## src/verilog/bce_defines.svh

```systemverilog
// Register offsets, field positions and reset values of the cipher engine front end
`ifndef BCE_DEFINES_SVH
`define BCE_DEFINES_SVH
`define BCE_A_CONL 8'h00
`define BCE_A_CONH 8'h01
`define BCE_A_STAT 8'h02
`define BCE_A_OTP 8'h03
`define BCE_A_TXTA 5'h02
`define BCE_A_TXTB 5'h03
`define BCE_A_TXTC 5'h04
`define BCE_A_KEY 4'h3
`define BCE_B_ON 15
`define BCE_B_OPERATION_DONE_IRQ_ENABLE 11
`define BCE_B_BUFFER_FREE_IRQ_ENABLE 10
`define BCE_B_GO 8
`define BCE_F_OP 7:4
`define BCE_B_CIPH 0
`define BCE_F_CHAIN 3:1
`define BCE_F_KMODE 5:4
`define BCE_F_KSRC 9:6
`define BCE_B_TEXT_A_BUSY 6
`define BCE_B_ABORT 5
`define BCE_B_WRAP 4
`define BCE_B_MODF 3
`define BCE_B_KEYF 2
`define BCE_B_DONEF 1
`define BCE_B_OTPBSY 0
`define BCE_B_OTPWR 0
`define BCE_B_OTPRD 1
`define BCE_OP_ENC 4'h0
`define BCE_OP_DEC 4'h1
`define BCE_OP_EXP 4'h2
`define BCE_OP_RNG 4'hA
`define BCE_OP_SGEN 4'hC
`define BCE_OP_SENC 4'hE
`define BCE_OP_SLD 4'hF
`define BCE_CH_ECB 3'h0
`define BCE_CH_CBC 3'h1
`define BCE_CH_CTR 3'h4
`define BCE_KM_BAD 2'h3
`define BCE_RST16 16'h0000
`endif

```

## src/verilog/bce_pkg.sv

```systemverilog
// Types shared by the cipher engine front end
package bce_pkg;
   // Register access from the processor core
   typedef struct packed {
      logic wr;
      logic rd;
      logic [7:0] addr;
      logic [15:0] wdata;
   } bce_sfr_req_t;
   // Engine sequencer states
   typedef enum logic [1:0] {
      BCE_IDLE = 2'b00,
      BCE_EXPAND = 2'b01,
      BCE_RUN = 2'b10
   } bce_state_t;
endpackage

```

## src/verilog/bce_engine.sv

```systemverilog
// Cipher engine control, data arrays, key storage and operation sequencer
`timescale 1ns/1ps
`include "bce_defines.svh"
//
// Notes on behaviour
// Three 128-bit text arrays, one 256-bit key
// Text writes refused while go is set
// Key array always reads back as zero
// Key loads from software or OTP storage
// Text B holds chaining data or counter
// Text C takes result, feeds OTP programming
// Four-bit operation select at bits 7:4
// Software changes operation only while idle; code takes operation field writes while go is set too
// Go starts operation, clears at completion
// Software go clear aborts, sets abort flag
// Go refused while OTP busy or flags
// Go with OTP write starts nothing
// Go ignored while engine disabled
// Disable holds go, busy, OTP write low
// Other registers stay accessible while disabled
// Operation 0000 selects block encryption
// Only lowest n key bits used
// Illegal key setup flags error, blocks start
// Software pads short blocks itself
// Free-buffer interrupt enable at bit 10
// Done flag only when done enable set
// AES 128/192/256, DES single/2-key/3-key keys
// All chaining modes, one operation at once
// OTP key array, config page, key RAM
// Operation 0001 selects block decryption
// Fresh key expansion before decrypt when stale
// Done flag set with go clear, not abort
// Text A busy until A may reload; busy clears one cycle into the run, A writes stay refused until go clears
module bce_engine
   import bce_pkg::*;
#(
   parameter int OP_CYCLES = 16,
   parameter int EXP_CYCLES = 8,
   parameter int OTP_CYCLES = 4
) (
   input wire logic clock,
   input wire logic rst_n,
   input wire logic ce,
   input wire bce_sfr_req_t sfrReq,
   output logic [15:0] sfrRdata,
   output logic doneIrq,
   output logic bufferFreeIrq
);
   // Control and status storage
   logic [15:0] engine_control_low;
   logic [15:0] engine_control_high;
   logic abort_flag, counter_wrap_flag, operation_done_irq_flag, text_a_busy;
   logic otp_write_bit, otp_read_bit;
   // data arrays and key array
   logic [127:0] text_array_a, text_array_b, text_array_c;
   logic [255:0] key_array;
   // OTP key pages, config page and volatile key RAM
   logic [255:0] otpMem [16];
   logic [255:0] keyRam [16];
   logic [31:0] cfgPage;
   // Sequencer
   bce_state_t state;
   logic [15:0] cnt;
   logic [15:0] otpCnt;
   logic needExpand;
   logic [127:0] capA;

   // Field decode
   wire engine_enable = engine_control_low[`BCE_B_ON];
   wire operation_go = engine_control_low[`BCE_B_GO];
   wire [3:0] operation_select = engine_control_low[`BCE_F_OP];
   wire cipher_select = engine_control_high[`BCE_B_CIPH];
   wire [2:0] chaining_mode_select = engine_control_high[`BCE_F_CHAIN];
   wire [1:0] key_length_mode = engine_control_high[`BCE_F_KMODE];
   wire [3:0] key_source_select = engine_control_high[`BCE_F_KSRC];
   wire otpBusy = otp_write_bit | otp_read_bit;

   // legal codes, 0000 is encrypt
   function automatic logic legal_op(input logic [3:0] op);
      legal_op = op == `BCE_OP_ENC || op == `BCE_OP_DEC || op == `BCE_OP_EXP ||
                 op == `BCE_OP_RNG || op == `BCE_OP_SGEN || op == `BCE_OP_SENC ||
                 op == `BCE_OP_SLD;
   endfunction

   // Key bit count as a mask
   function automatic logic [255:0] key_mask(input logic aes, input logic [1:0] km);
      logic [8:0] n;
      n = 9'd0;
      // key lengths per cipher
      if (aes) begin
         n = (km == 2'h0) ? 9'd128 : (km == 2'h1) ? 9'd192 : 9'd256;
      end else begin
         n = (km == 2'h0) ? 9'd64 : (km == 2'h1) ? 9'd128 : 9'd192;
      end
      key_mask = ~(256'h0) >> (9'd256 - n);
   endfunction

   // illegal key setup flag
   wire key_config_error_flag = key_length_mode == `BCE_KM_BAD;
   // unknown operation or chaining code
   wire mode_error_flag = !legal_op(operation_select) || chaining_mode_select > `BCE_CH_CTR;

   // Register bus decode
   wire wrCon = sfrReq.wr && sfrReq.addr == `BCE_A_CONL;
   wire wrConH = sfrReq.wr && sfrReq.addr == `BCE_A_CONH;
   wire wrStat = sfrReq.wr && sfrReq.addr == `BCE_A_STAT;
   wire wrOtp = sfrReq.wr && sfrReq.addr == `BCE_A_OTP;
   wire [2:0] wIdx = sfrReq.addr[2:0];
   wire wrA = sfrReq.wr && sfrReq.addr[7:3] == `BCE_A_TXTA;
   wire wrB = sfrReq.wr && sfrReq.addr[7:3] == `BCE_A_TXTB;
   wire wrC = sfrReq.wr && sfrReq.addr[7:3] == `BCE_A_TXTC;
   wire wrK = sfrReq.wr && sfrReq.addr[7:4] == `BCE_A_KEY;
   wire [3:0] kIdx = sfrReq.addr[3:0];
   wire goWr = sfrReq.wdata[`BCE_B_GO];

   // start interlock on OTP activity and flags
   wire startOk = !otpBusy && !abort_flag && !counter_wrap_flag &&
                  !mode_error_flag && !key_config_error_flag;
   // a disabled engine takes no start
   wire goStart = wrCon && goWr && !operation_go && engine_enable && startOk;
   // software clears go mid-operation
   wire swAbort = wrCon && !goWr && operation_go;
   // code 0001 selects decryption
   wire decOp = operation_select == `BCE_OP_DEC;
   wire lastCyc = cnt == 16'd1;
   wire finish = state == BCE_RUN && lastCyc && operation_go;
   // only the low key bits reach the datapath
   wire [255:0] useKey = key_array & key_mask(cipher_select, key_length_mode);
   // counter mode steps text B as the counter
   wire isCtr = chaining_mode_select == `BCE_CH_CTR;
   wire [128:0] ctrNext = {1'b0, text_array_b} + 129'd1;
   // Stand-in transform; the cipher datapath itself sits behind this
   wire [127:0] result = capA ^ text_array_b ^ useKey[127:0] ^ useKey[255:128];
   wire ecbCbc = chaining_mode_select == `BCE_CH_ECB || chaining_mode_select == `BCE_CH_CBC;

   // Read mux; key words never return data
   always_comb begin
      sfrRdata = `BCE_RST16;
      if (sfrReq.addr == `BCE_A_CONL) begin
         sfrRdata = engine_control_low;
      end else if (sfrReq.addr == `BCE_A_CONH) begin
         sfrRdata = engine_control_high;
      end else if (sfrReq.addr == `BCE_A_STAT) begin
         sfrRdata[`BCE_B_TEXT_A_BUSY] = text_a_busy;
         sfrRdata[`BCE_B_ABORT] = abort_flag;
         sfrRdata[`BCE_B_WRAP] = counter_wrap_flag;
         sfrRdata[`BCE_B_MODF] = mode_error_flag;
         sfrRdata[`BCE_B_KEYF] = key_config_error_flag;
         sfrRdata[`BCE_B_DONEF] = operation_done_irq_flag;
         sfrRdata[`BCE_B_OTPBSY] = otpBusy;
      end else if (sfrReq.addr == `BCE_A_OTP) begin
         sfrRdata[`BCE_B_OTPWR] = otp_write_bit;
         sfrRdata[`BCE_B_OTPRD] = otp_read_bit;
      end else if (sfrReq.addr[7:3] == `BCE_A_TXTA) begin
         sfrRdata = text_array_a[wIdx*16 +: 16];
      end else if (sfrReq.addr[7:3] == `BCE_A_TXTB) begin
         sfrRdata = text_array_b[wIdx*16 +: 16];
      end else if (sfrReq.addr[7:3] == `BCE_A_TXTC) begin
         sfrRdata = text_array_c[wIdx*16 +: 16];
      end
      // key array reads fall through as zero
   end

   assign doneIrq = operation_done_irq_flag;

   // Control low register and go bit
   always_ff @(posedge clock) begin
      if (!rst_n) begin
         engine_control_low <= `BCE_RST16;
      end else if (ce) begin
         if (wrCon) begin
            // fields writable while disabled; go written only via start
            engine_control_low <= sfrReq.wdata;
            engine_control_low[`BCE_B_GO] <= goStart || (operation_go && goWr);
         end
         // hardware clears go at completion
         if (finish) begin
            engine_control_low[`BCE_B_GO] <= 1'b0;
         end
         // disable holds go low
         if (!engine_enable) begin
            engine_control_low[`BCE_B_GO] <= 1'b0;
         end
      end
   end

   // Control high register
   always_ff @(posedge clock) begin
      if (!rst_n) begin
         engine_control_high <= `BCE_RST16;
      end else if (ce && wrConH) begin
         engine_control_high <= sfrReq.wdata;
      end
   end

   // Sticky status flags, hardware set wins over software clear
   always_ff @(posedge clock) begin
      if (!rst_n) begin
         abort_flag <= 1'b0;
         counter_wrap_flag <= 1'b0;
         operation_done_irq_flag <= 1'b0;
      end else if (ce) begin
         if (wrStat) begin
            abort_flag <= abort_flag & sfrReq.wdata[`BCE_B_ABORT];
            counter_wrap_flag <= counter_wrap_flag & sfrReq.wdata[`BCE_B_WRAP];
            operation_done_irq_flag <= operation_done_irq_flag & sfrReq.wdata[`BCE_B_DONEF];
         end
         // abort flag on software clear
         if (swAbort) begin
            abort_flag <= 1'b1;
         end
         if (finish && isCtr && ctrNext[128]) begin
            counter_wrap_flag <= 1'b1;
         end
         // done flag gated by its enable
         // done set with go clear only
         if (finish && engine_control_low[`BCE_B_OPERATION_DONE_IRQ_ENABLE]) begin
            operation_done_irq_flag <= 1'b1;
         end
      end
   end

   // Sequencer: optional key expansion, then the operation
   always_ff @(posedge clock) begin
      if (!rst_n) begin
         state <= BCE_IDLE;
         cnt <= 16'h0000;
         capA <= 128'h0;
         text_a_busy <= 1'b0;
         bufferFreeIrq <= 1'b0;
      end else if (ce) begin
         bufferFreeIrq <= 1'b0;
         // one operation at a time
         unique case (state)
            BCE_IDLE: begin
               if (goStart) begin
                  capA <= text_array_a;
                  text_a_busy <= 1'b1;
                  // stale expansion is redone before decrypt
                  if (decOp && needExpand) begin
                     state <= BCE_EXPAND;
                     cnt <= 16'(EXP_CYCLES);
                  end else begin
                     state <= BCE_RUN;
                     cnt <= 16'(OP_CYCLES);
                  end
               end
            end
            BCE_EXPAND: begin
               cnt <= cnt - 16'd1;
               if (lastCyc) begin
                  state <= BCE_RUN;
                  cnt <= 16'(OP_CYCLES);
               end
            end
            BCE_RUN: begin
               cnt <= cnt - 16'd1;
               // A consumed; busy clears, text writes stay refused until go clears
               if (text_a_busy) begin
                  text_a_busy <= 1'b0;
                  // free-buffer pulse in ECB and CBC
                  bufferFreeIrq <= engine_control_low[`BCE_B_BUFFER_FREE_IRQ_ENABLE] && ecbCbc;
               end
               if (lastCyc) begin
                  state <= BCE_IDLE;
               end
            end
         endcase
         // abort or disable ends the operation at once
         if (swAbort || !engine_enable) begin
            state <= BCE_IDLE;
            cnt <= 16'h0000;
            // disable holds text A busy low
            text_a_busy <= 1'b0;
         end
      end
   end

   // Key expansion bookkeeping
   always_ff @(posedge clock) begin
      if (!rst_n) begin
         needExpand <= 1'b1;
      end else if (ce) begin
         if (state == BCE_EXPAND && lastCyc) begin
            needExpand <= 1'b0;
         end
         if (wrConH && sfrReq.wdata[9:4] != engine_control_high[9:4]) begin
            needExpand <= 1'b1;
         end
         if (otp_write_bit && otpCnt == 16'd1) begin
            needExpand <= 1'b1;
         end
      end
   end

   // Data arrays
   always_ff @(posedge clock) begin
      if (!rst_n) begin
         text_array_a <= 128'h0;
         text_array_b <= 128'h0;
         text_array_c <= 128'h0;
      end else if (ce) begin
         // text writes refused while go is set
         if (!operation_go) begin
            if (wrA) text_array_a[wIdx*16 +: 16] <= sfrReq.wdata;
            if (wrB) text_array_b[wIdx*16 +: 16] <= sfrReq.wdata;
            if (wrC) text_array_c[wIdx*16 +: 16] <= sfrReq.wdata;
         end
         if (finish) begin
            // final output lands in text C
            text_array_c <= result;
            // text B chains or counts
            text_array_b <= isCtr ? ctrNext[127:0] : result;
         end
      end
   end

   // OTP control and key storage
   always_ff @(posedge clock) begin
      if (!rst_n) begin
         otp_write_bit <= 1'b0;
         otp_read_bit <= 1'b0;
         otpCnt <= 16'h0000;
         key_array <= 256'h0;
         cfgPage <= 32'h0;
      end else if (ce) begin
         // no OTP start alongside or during an operation
         if (wrOtp && !otpBusy && !operation_go && !goStart) begin
            otp_write_bit <= sfrReq.wdata[`BCE_B_OTPWR] && engine_enable;
            otp_read_bit <= sfrReq.wdata[`BCE_B_OTPRD];
            otpCnt <= 16'(OTP_CYCLES);
         end else if (otpBusy) begin
            otpCnt <= otpCnt - 16'd1;
            if (otpCnt == 16'd1) begin
               otp_write_bit <= 1'b0;
               otp_read_bit <= 1'b0;
            end
         end
         // software key word writes
         if (wrK) begin
            key_array[kIdx*16 +: 16] <= sfrReq.wdata;
         end
         // OTP page load into the key array
         if (otp_read_bit && otpCnt == 16'd1) begin
            key_array <= otpMem[key_source_select];
         end
         // text C programs set bits only
         if (otp_write_bit && otpCnt == 16'd1 && key_source_select == 4'h0) begin
            cfgPage <= cfgPage | text_array_c[31:0];
         end
         // disable holds OTP write low
         if (!engine_enable) begin
            otp_write_bit <= 1'b0;
         end
      end
   end

   // OTP pages and volatile key RAM contents
   always_ff @(posedge clock) begin
      if (ce && otp_write_bit && otpCnt == 16'd1 && key_source_select != 4'h0) begin
         otpMem[key_source_select][127:0] <= otpMem[key_source_select][127:0] | text_array_c;
      end
      if (ce && finish && operation_select == `BCE_OP_SLD) begin
         keyRam[key_source_select] <= useKey;
      end
   end

   // go falls when the run count ends
   a_go_clears_done: assert property (@(posedge clock) disable iff (!rst_n)
      ce && finish |=> !operation_go) else $error("go stayed set after completion");
   // abort flag follows software clear
   a_abort_flag_set: assert property (@(posedge clock) disable iff (!rst_n)
      ce && swAbort |=> abort_flag && state == BCE_IDLE) else $error("abort not flagged");
   // no start while disabled
   a_no_go_off: assert property (@(posedge clock) disable iff (!rst_n)
      ce && !engine_enable |=> !operation_go) else $error("go set while disabled");
   // no start while a flag blocks
   a_start_interlock: assert property (@(posedge clock) disable iff (!rst_n)
      ce && !operation_go && (abort_flag || key_config_error_flag || otpBusy)
      |=> !operation_go) else $error("go set despite interlock");
   // text A holds while go is set
   a_text_locked: assert property (@(posedge clock) disable iff (!rst_n)
      ce && operation_go && wrA |=> $stable(text_array_a)) else $error("text A written in op");
   // key reads give zero
   a_key_reads_zero: assert property (@(posedge clock) disable iff (!rst_n)
      sfrReq.addr[7:4] == `BCE_A_KEY |-> sfrRdata == 16'h0000) else $error("key readable");
   // done flag rises with go falling
   a_done_with_go: assert property (@(posedge clock) disable iff (!rst_n)
      ce && $rose(operation_done_irq_flag) |-> $fell(operation_go)) else $error("done misplaced");
   // busy clears one cycle into the run
   a_busy_clears: assert property (@(posedge clock) disable iff (!rst_n)
      ce && goStart && !(decOp && needExpand) ##1 ce && operation_go |=> !text_a_busy)
      else $error("text A busy stuck");
   // disable clears OTP write
   a_off_otp_low: assert property (@(posedge clock) disable iff (!rst_n)
      ce && !engine_enable |=> !otp_write_bit) else $error("OTP write held while off");
endmodule

```

## config.mk

```make
export PLATFORM = sky130hd
export DESIGN_NAME = bce_engine
export DESIGN_NICKNAME = d
export VERILOG_FILES = /design/src/verilog/bce_pkg.sv /design/src/verilog/bce_engine.sv
export VERILOG_INCLUDE_DIRS = /design/src /design/src/verilog
export SDC_FILE = /design/constraint.sdc
export NUM_CORES = 2
export LEC_CHECK = 0
export BUFFER_PORTS_ARGS = -buffer_cell sky130_fd_sc_hd__buf_4
export CAP_MARGIN = 40
export CORE_AREA = 2 2 646 648
export CTS_CLUSTER_DIAMETER = 200
export DETAILED_ROUTE_END_ITERATION = 8
export DIE_AREA = 0 0 648 650
export PLACE_DENSITY = 0.53
export REMOVE_ABC_BUFFERS = 1
export SYNTH_ARGS = -nofsm -noshare
export SYNTH_HDL_FRONTEND = slang
export SYNTH_SLANG_ARGS = --single-unit
```

## constraint.sdc

```tcl
create_clock -name clock -period 32.4 [get_ports clock]
set_input_delay 6.48 -clock clock [delete_from_list [all_inputs] [get_ports clock]]
set_output_delay 6.48 -clock clock [all_outputs]
set_load 0.02 [all_outputs]
```

==> results_dict.tcl <==
set metrics [dict create \
    critical_path.startpoint_type "input pin" \
    n_fill_cell 39950 \
    clk_pin_slew_worst_paths_ns 0.06 \
    cts_num_sinks 2894 \
    post_drt_wl_per_cell_um 32.36 \
    grt_max_degree 114 \
    dr.pass1.iters 8 \
    synth_top_cell_by_area "edfxtp_1" \
    cts-htree-levels 5 \
    place_ws_ns 15.21 \
    synth_enable_flop_cells 2048 \
    grtUsageMet2_pct 32.83 \
    r2r_slack_ns 25.85 \
    maxCapViolations 0 \
    cts-resized-gates 0 \
    slew_viol_final 0 \
    worstPathArrival_ns 10.84 \
    crit_required_ns 25.92 \
    clk_path_buf_depth 4 \
    dieArea_sq_mm 0.4212 \
    synth_xor_area_share_pct 3.327 \
    grt_use_total_pct 22.14 \
    hp-class "reg -> reg" \
    fin_ws_ns 15.08 \
    synth_cell_types 96 \
    start_util_pct 29.89 \
    fmax_ghz 0.05774 \
    min-delay-start "key_array[180]$_SDFFE_PN0P_" \
    yosys_warnings 0 \
    syn_to_final_growth_pct 15.37 \
    cts_tree "yes" \
    design_area_sq_mm 0.1430 \
    worstPathMaxFanout 40 \
    setup_viol 0 \
    grt.busiest_layer "met2" \
    ir_drop_v 0.00003938 \
    met1_usage_pct 30.81 \
    antenna_left 0 \
    clock_latency_ns 0.96 \
    grt_pass1_wl_mm 657.4 \
    crit_buf_inv 6 \
    seqCellArea_sq_mm 0.07845 \
    synth_most_common_cell "edfxtp_1" \
    skew_ns 0.07762 \
    synthAdderAreaFrac_pct 0.1615 \
    max_slew.worst_pin.slew_ns 1.060 \
    yosys-top-cells-count "edfxtp_1, nand2_1, dfxtp_1" \
    die_w_um 648 \
    coreArea_sq_mm 0.4149 \
    rsz0062_at_grt "false" \
    seq_area_frac_synth_pct 63.26 \
    cts-buffers-inserted 318 \
    holdPathEnd "key_array[180]$_SDFFE_PN0P_" \
    critPathCaptureType "output port" \
    avgViaCountPerCell 5.614 \
    worstSetupPathType "in -> out" \
    power.density_mw_per_mm2 55.28 \
    total_power_uw 7908 \
    reg2reg_depth 10 \
    status "finished with violations" \
    synth.avg_cell_area_sq_um 13.98 \
    hpwl_mm 321.4 \
    p_sw_uw 1757 \
    drive_gt1_share_pct 19.79 \
    synth_top_area_share_pct 49.60 \
    ys_top_cells_by_area "edfxtp_1, dfxtp_1, mux4_2" \
    multiInputGateArea_sq_mm 0.04363 \
    dpl_cell_area_sq_mm 0.1324 \
    r2r_end "otpMem[2][24]$_DFFE_PP_" \
    finalCriticalPeriod_ns 17.32 \
    drc 1 \
    synth_seq_cells 2894 \
    ctsHoldBuffers 0 \
    p_clk_share_pct 46.8 \
    initialDrtViolationCount 10330 \
    ys.flop_type "edfxtp_1" \
    synthSimpleGateAreaFrac_pct 9.410 \
    io_pins 47 \
    pwr-share-comb_pct 3.0 \
    grt_overflow 0 \
    muxShareOfSynthArea_pct 13.80 \
    path_cells "buf_4, buf_4, buf_4, inv_1, ha_1, nor3b_2, nand2_1, buf_16, nand2_1, o41ai_1, buf_4" \
    cts_root_buf "clkbuf_16" \
    synth-compound-area-share_pct 7.756 \
    synthCells 8866 \
    crit_family "buffers and inverters" \
    grt_pass1_vias 79700 \
    rows 237 \
    critPathMostFrequentCell "buf_4" \
    relSlewSlack_pct 28.81 \
    nets 9028 \
    hold_depth 2 \
    fin_setup_tns_ns 0 \
    syn-cell-area_sq_mm 0.1240 \
    max_stage_delay_ns 0.77 \
    hold_viol 0 \
    leakage_uw 0.04444 \
    place_congestion 1.039 \
    cts_setup_buffers 0 \
    port_buffers 45 \
    violations "DRC" \
    num_vias 82970 \
    grt_use_met3_pct 4.604 \
    swShare_pct 22.22 \
    antenna_found_initial 68 \
    internal_power_uw 6151 \
    synth_top_family_by_area "multiplexers" \
    seq_power_share_pct 50.2 \
    die-height_um 650 \
    hold_slack_ns 0.4436 \
    synthArstFlopShare_pct 0 \
    critPathSlowestCell "o41ai_1" \
    drt_wl_total_mm 478.2 \
    post-route-period-util_pct 53.45 \
]
==> power by group through the flow <==
| stage | Clock [uW] | Combinational [uW] | Sequential (uW) |
|---|---|---|---|
| final | 3700 | 237 | 3970 |
| after global routing | 3900 | 244 | 3970 |
| after CTS | 3760 | 231 | 3970 |
| after detailed placement | 0 | 230 | 4050 |
| after global placement | 0 | 221 | 4050 |
| after floorplan | 0 | 101 | 4050 |
==> cells in the final DEF (no fill, tap or decap), drive strengths merged, types with 37 or more instances in the layout <==
cell type | synthesis | layout
o22ai | 37 | 37
edfxtp | 2048 | 2048
nor2 | 648 | 648
o211a | 62 | 62
o31ai | 64 | 64
nand3 | 188 | 188
nor2b | 76 | 76
a31oi | 62 | 62
nand2 | 935 | 935
clkinv | 2 | 115
or2 | 142 | 142
a21oi | 515 | 515
mux2i | 48 | 48
xnor2 | 375 | 375
diode | 0 | 37
xor2 | 96 | 96
nand4 | 72 | 72
and3 | 55 | 55
dfxtp | 846 | 846
o211ai | 52 | 52
mux4 | 735 | 735
conb | 1 | 128
a211oi | 115 | 115
inv | 27 | 46
clkbuf | 444 | 413
a221oi | 58 | 58
o21ai | 269 | 269
nor3 | 186 | 186
buf | 228 | 339
nor4 | 59 | 59
==> registers in the layout, summed over array words and instances, names as in the netlist, 2 cells and up, named ones only <==
name	flops
state	2
otpMem	2048
cnt	16
otpCnt	16
text_array_c	128
engine_control_low	16
capA	128
key_array	256
text_array_a	128
text_array_b	128
engine_control_high	16
==> metal layers <==
layer  wire length, um  vias up
met5               141        -
met4             26140       16
met3             43380      889
met2            207600     4215
met1            200900    43730
li1                  -    34120
==> final cells by class <==
cell class / count / area share (%)
antenna: 37 / 0.06473
timing repair buffer: 342 / 2.339
clock buffer: 412 / 6.054
tap: 5497 / 4.808
multi-input combinational: 5398 / 30.50
inverter: 29 / 0.08135
clock inverter: 170 / 1.309
sequential: 2894 / 54.84
==> kinds of logic after synthesis <==
kind of cell | Yosys count
flip-flops | 2894
AND/OR/NAND/NOR | 2504
AO/OA/AOI/OAI | 1489
multiplexers | 790
buffers and inverters | 701
XOR/XNOR | 471
adder cells (fa/ha/maj) | 16
other | 1
==> worst min-delay path, stage by stage (launching register included) <==
cell     delay (ns)
dfxtp_1        0.30
nand2_1        0.05
o21ai_1        0.05
==> stage by stage <==
stage	instances	utilization, %
after floorplan	8321	-
after global placement	14090	31.62
after global routing	14750	34.46
after CTS	14740	34.45
after detailed placement	14160	31.91
final	14780	34.48
==> worst max-delay path by stage <==
stage	from	endpoint	slack [ns]	depth (start not counted)
detailed placement	sfrReq[16]	sfrRdata[14]	15.21	9
global placement	sfrReq[17]	sfrRdata[0]	14.71	10
CTS	sfrReq[16]	sfrRdata[14]	15.20	9
finish	sfrReq[17]	sfrRdata[0]	15.08	11
floorplan	register	key_array[38]$_SDFFE_PN0P_	9.18	6
global route	sfrReq[16]	sfrRdata[14]	15.03	9
Note: power is estimated with default switching activity, not from simulation.
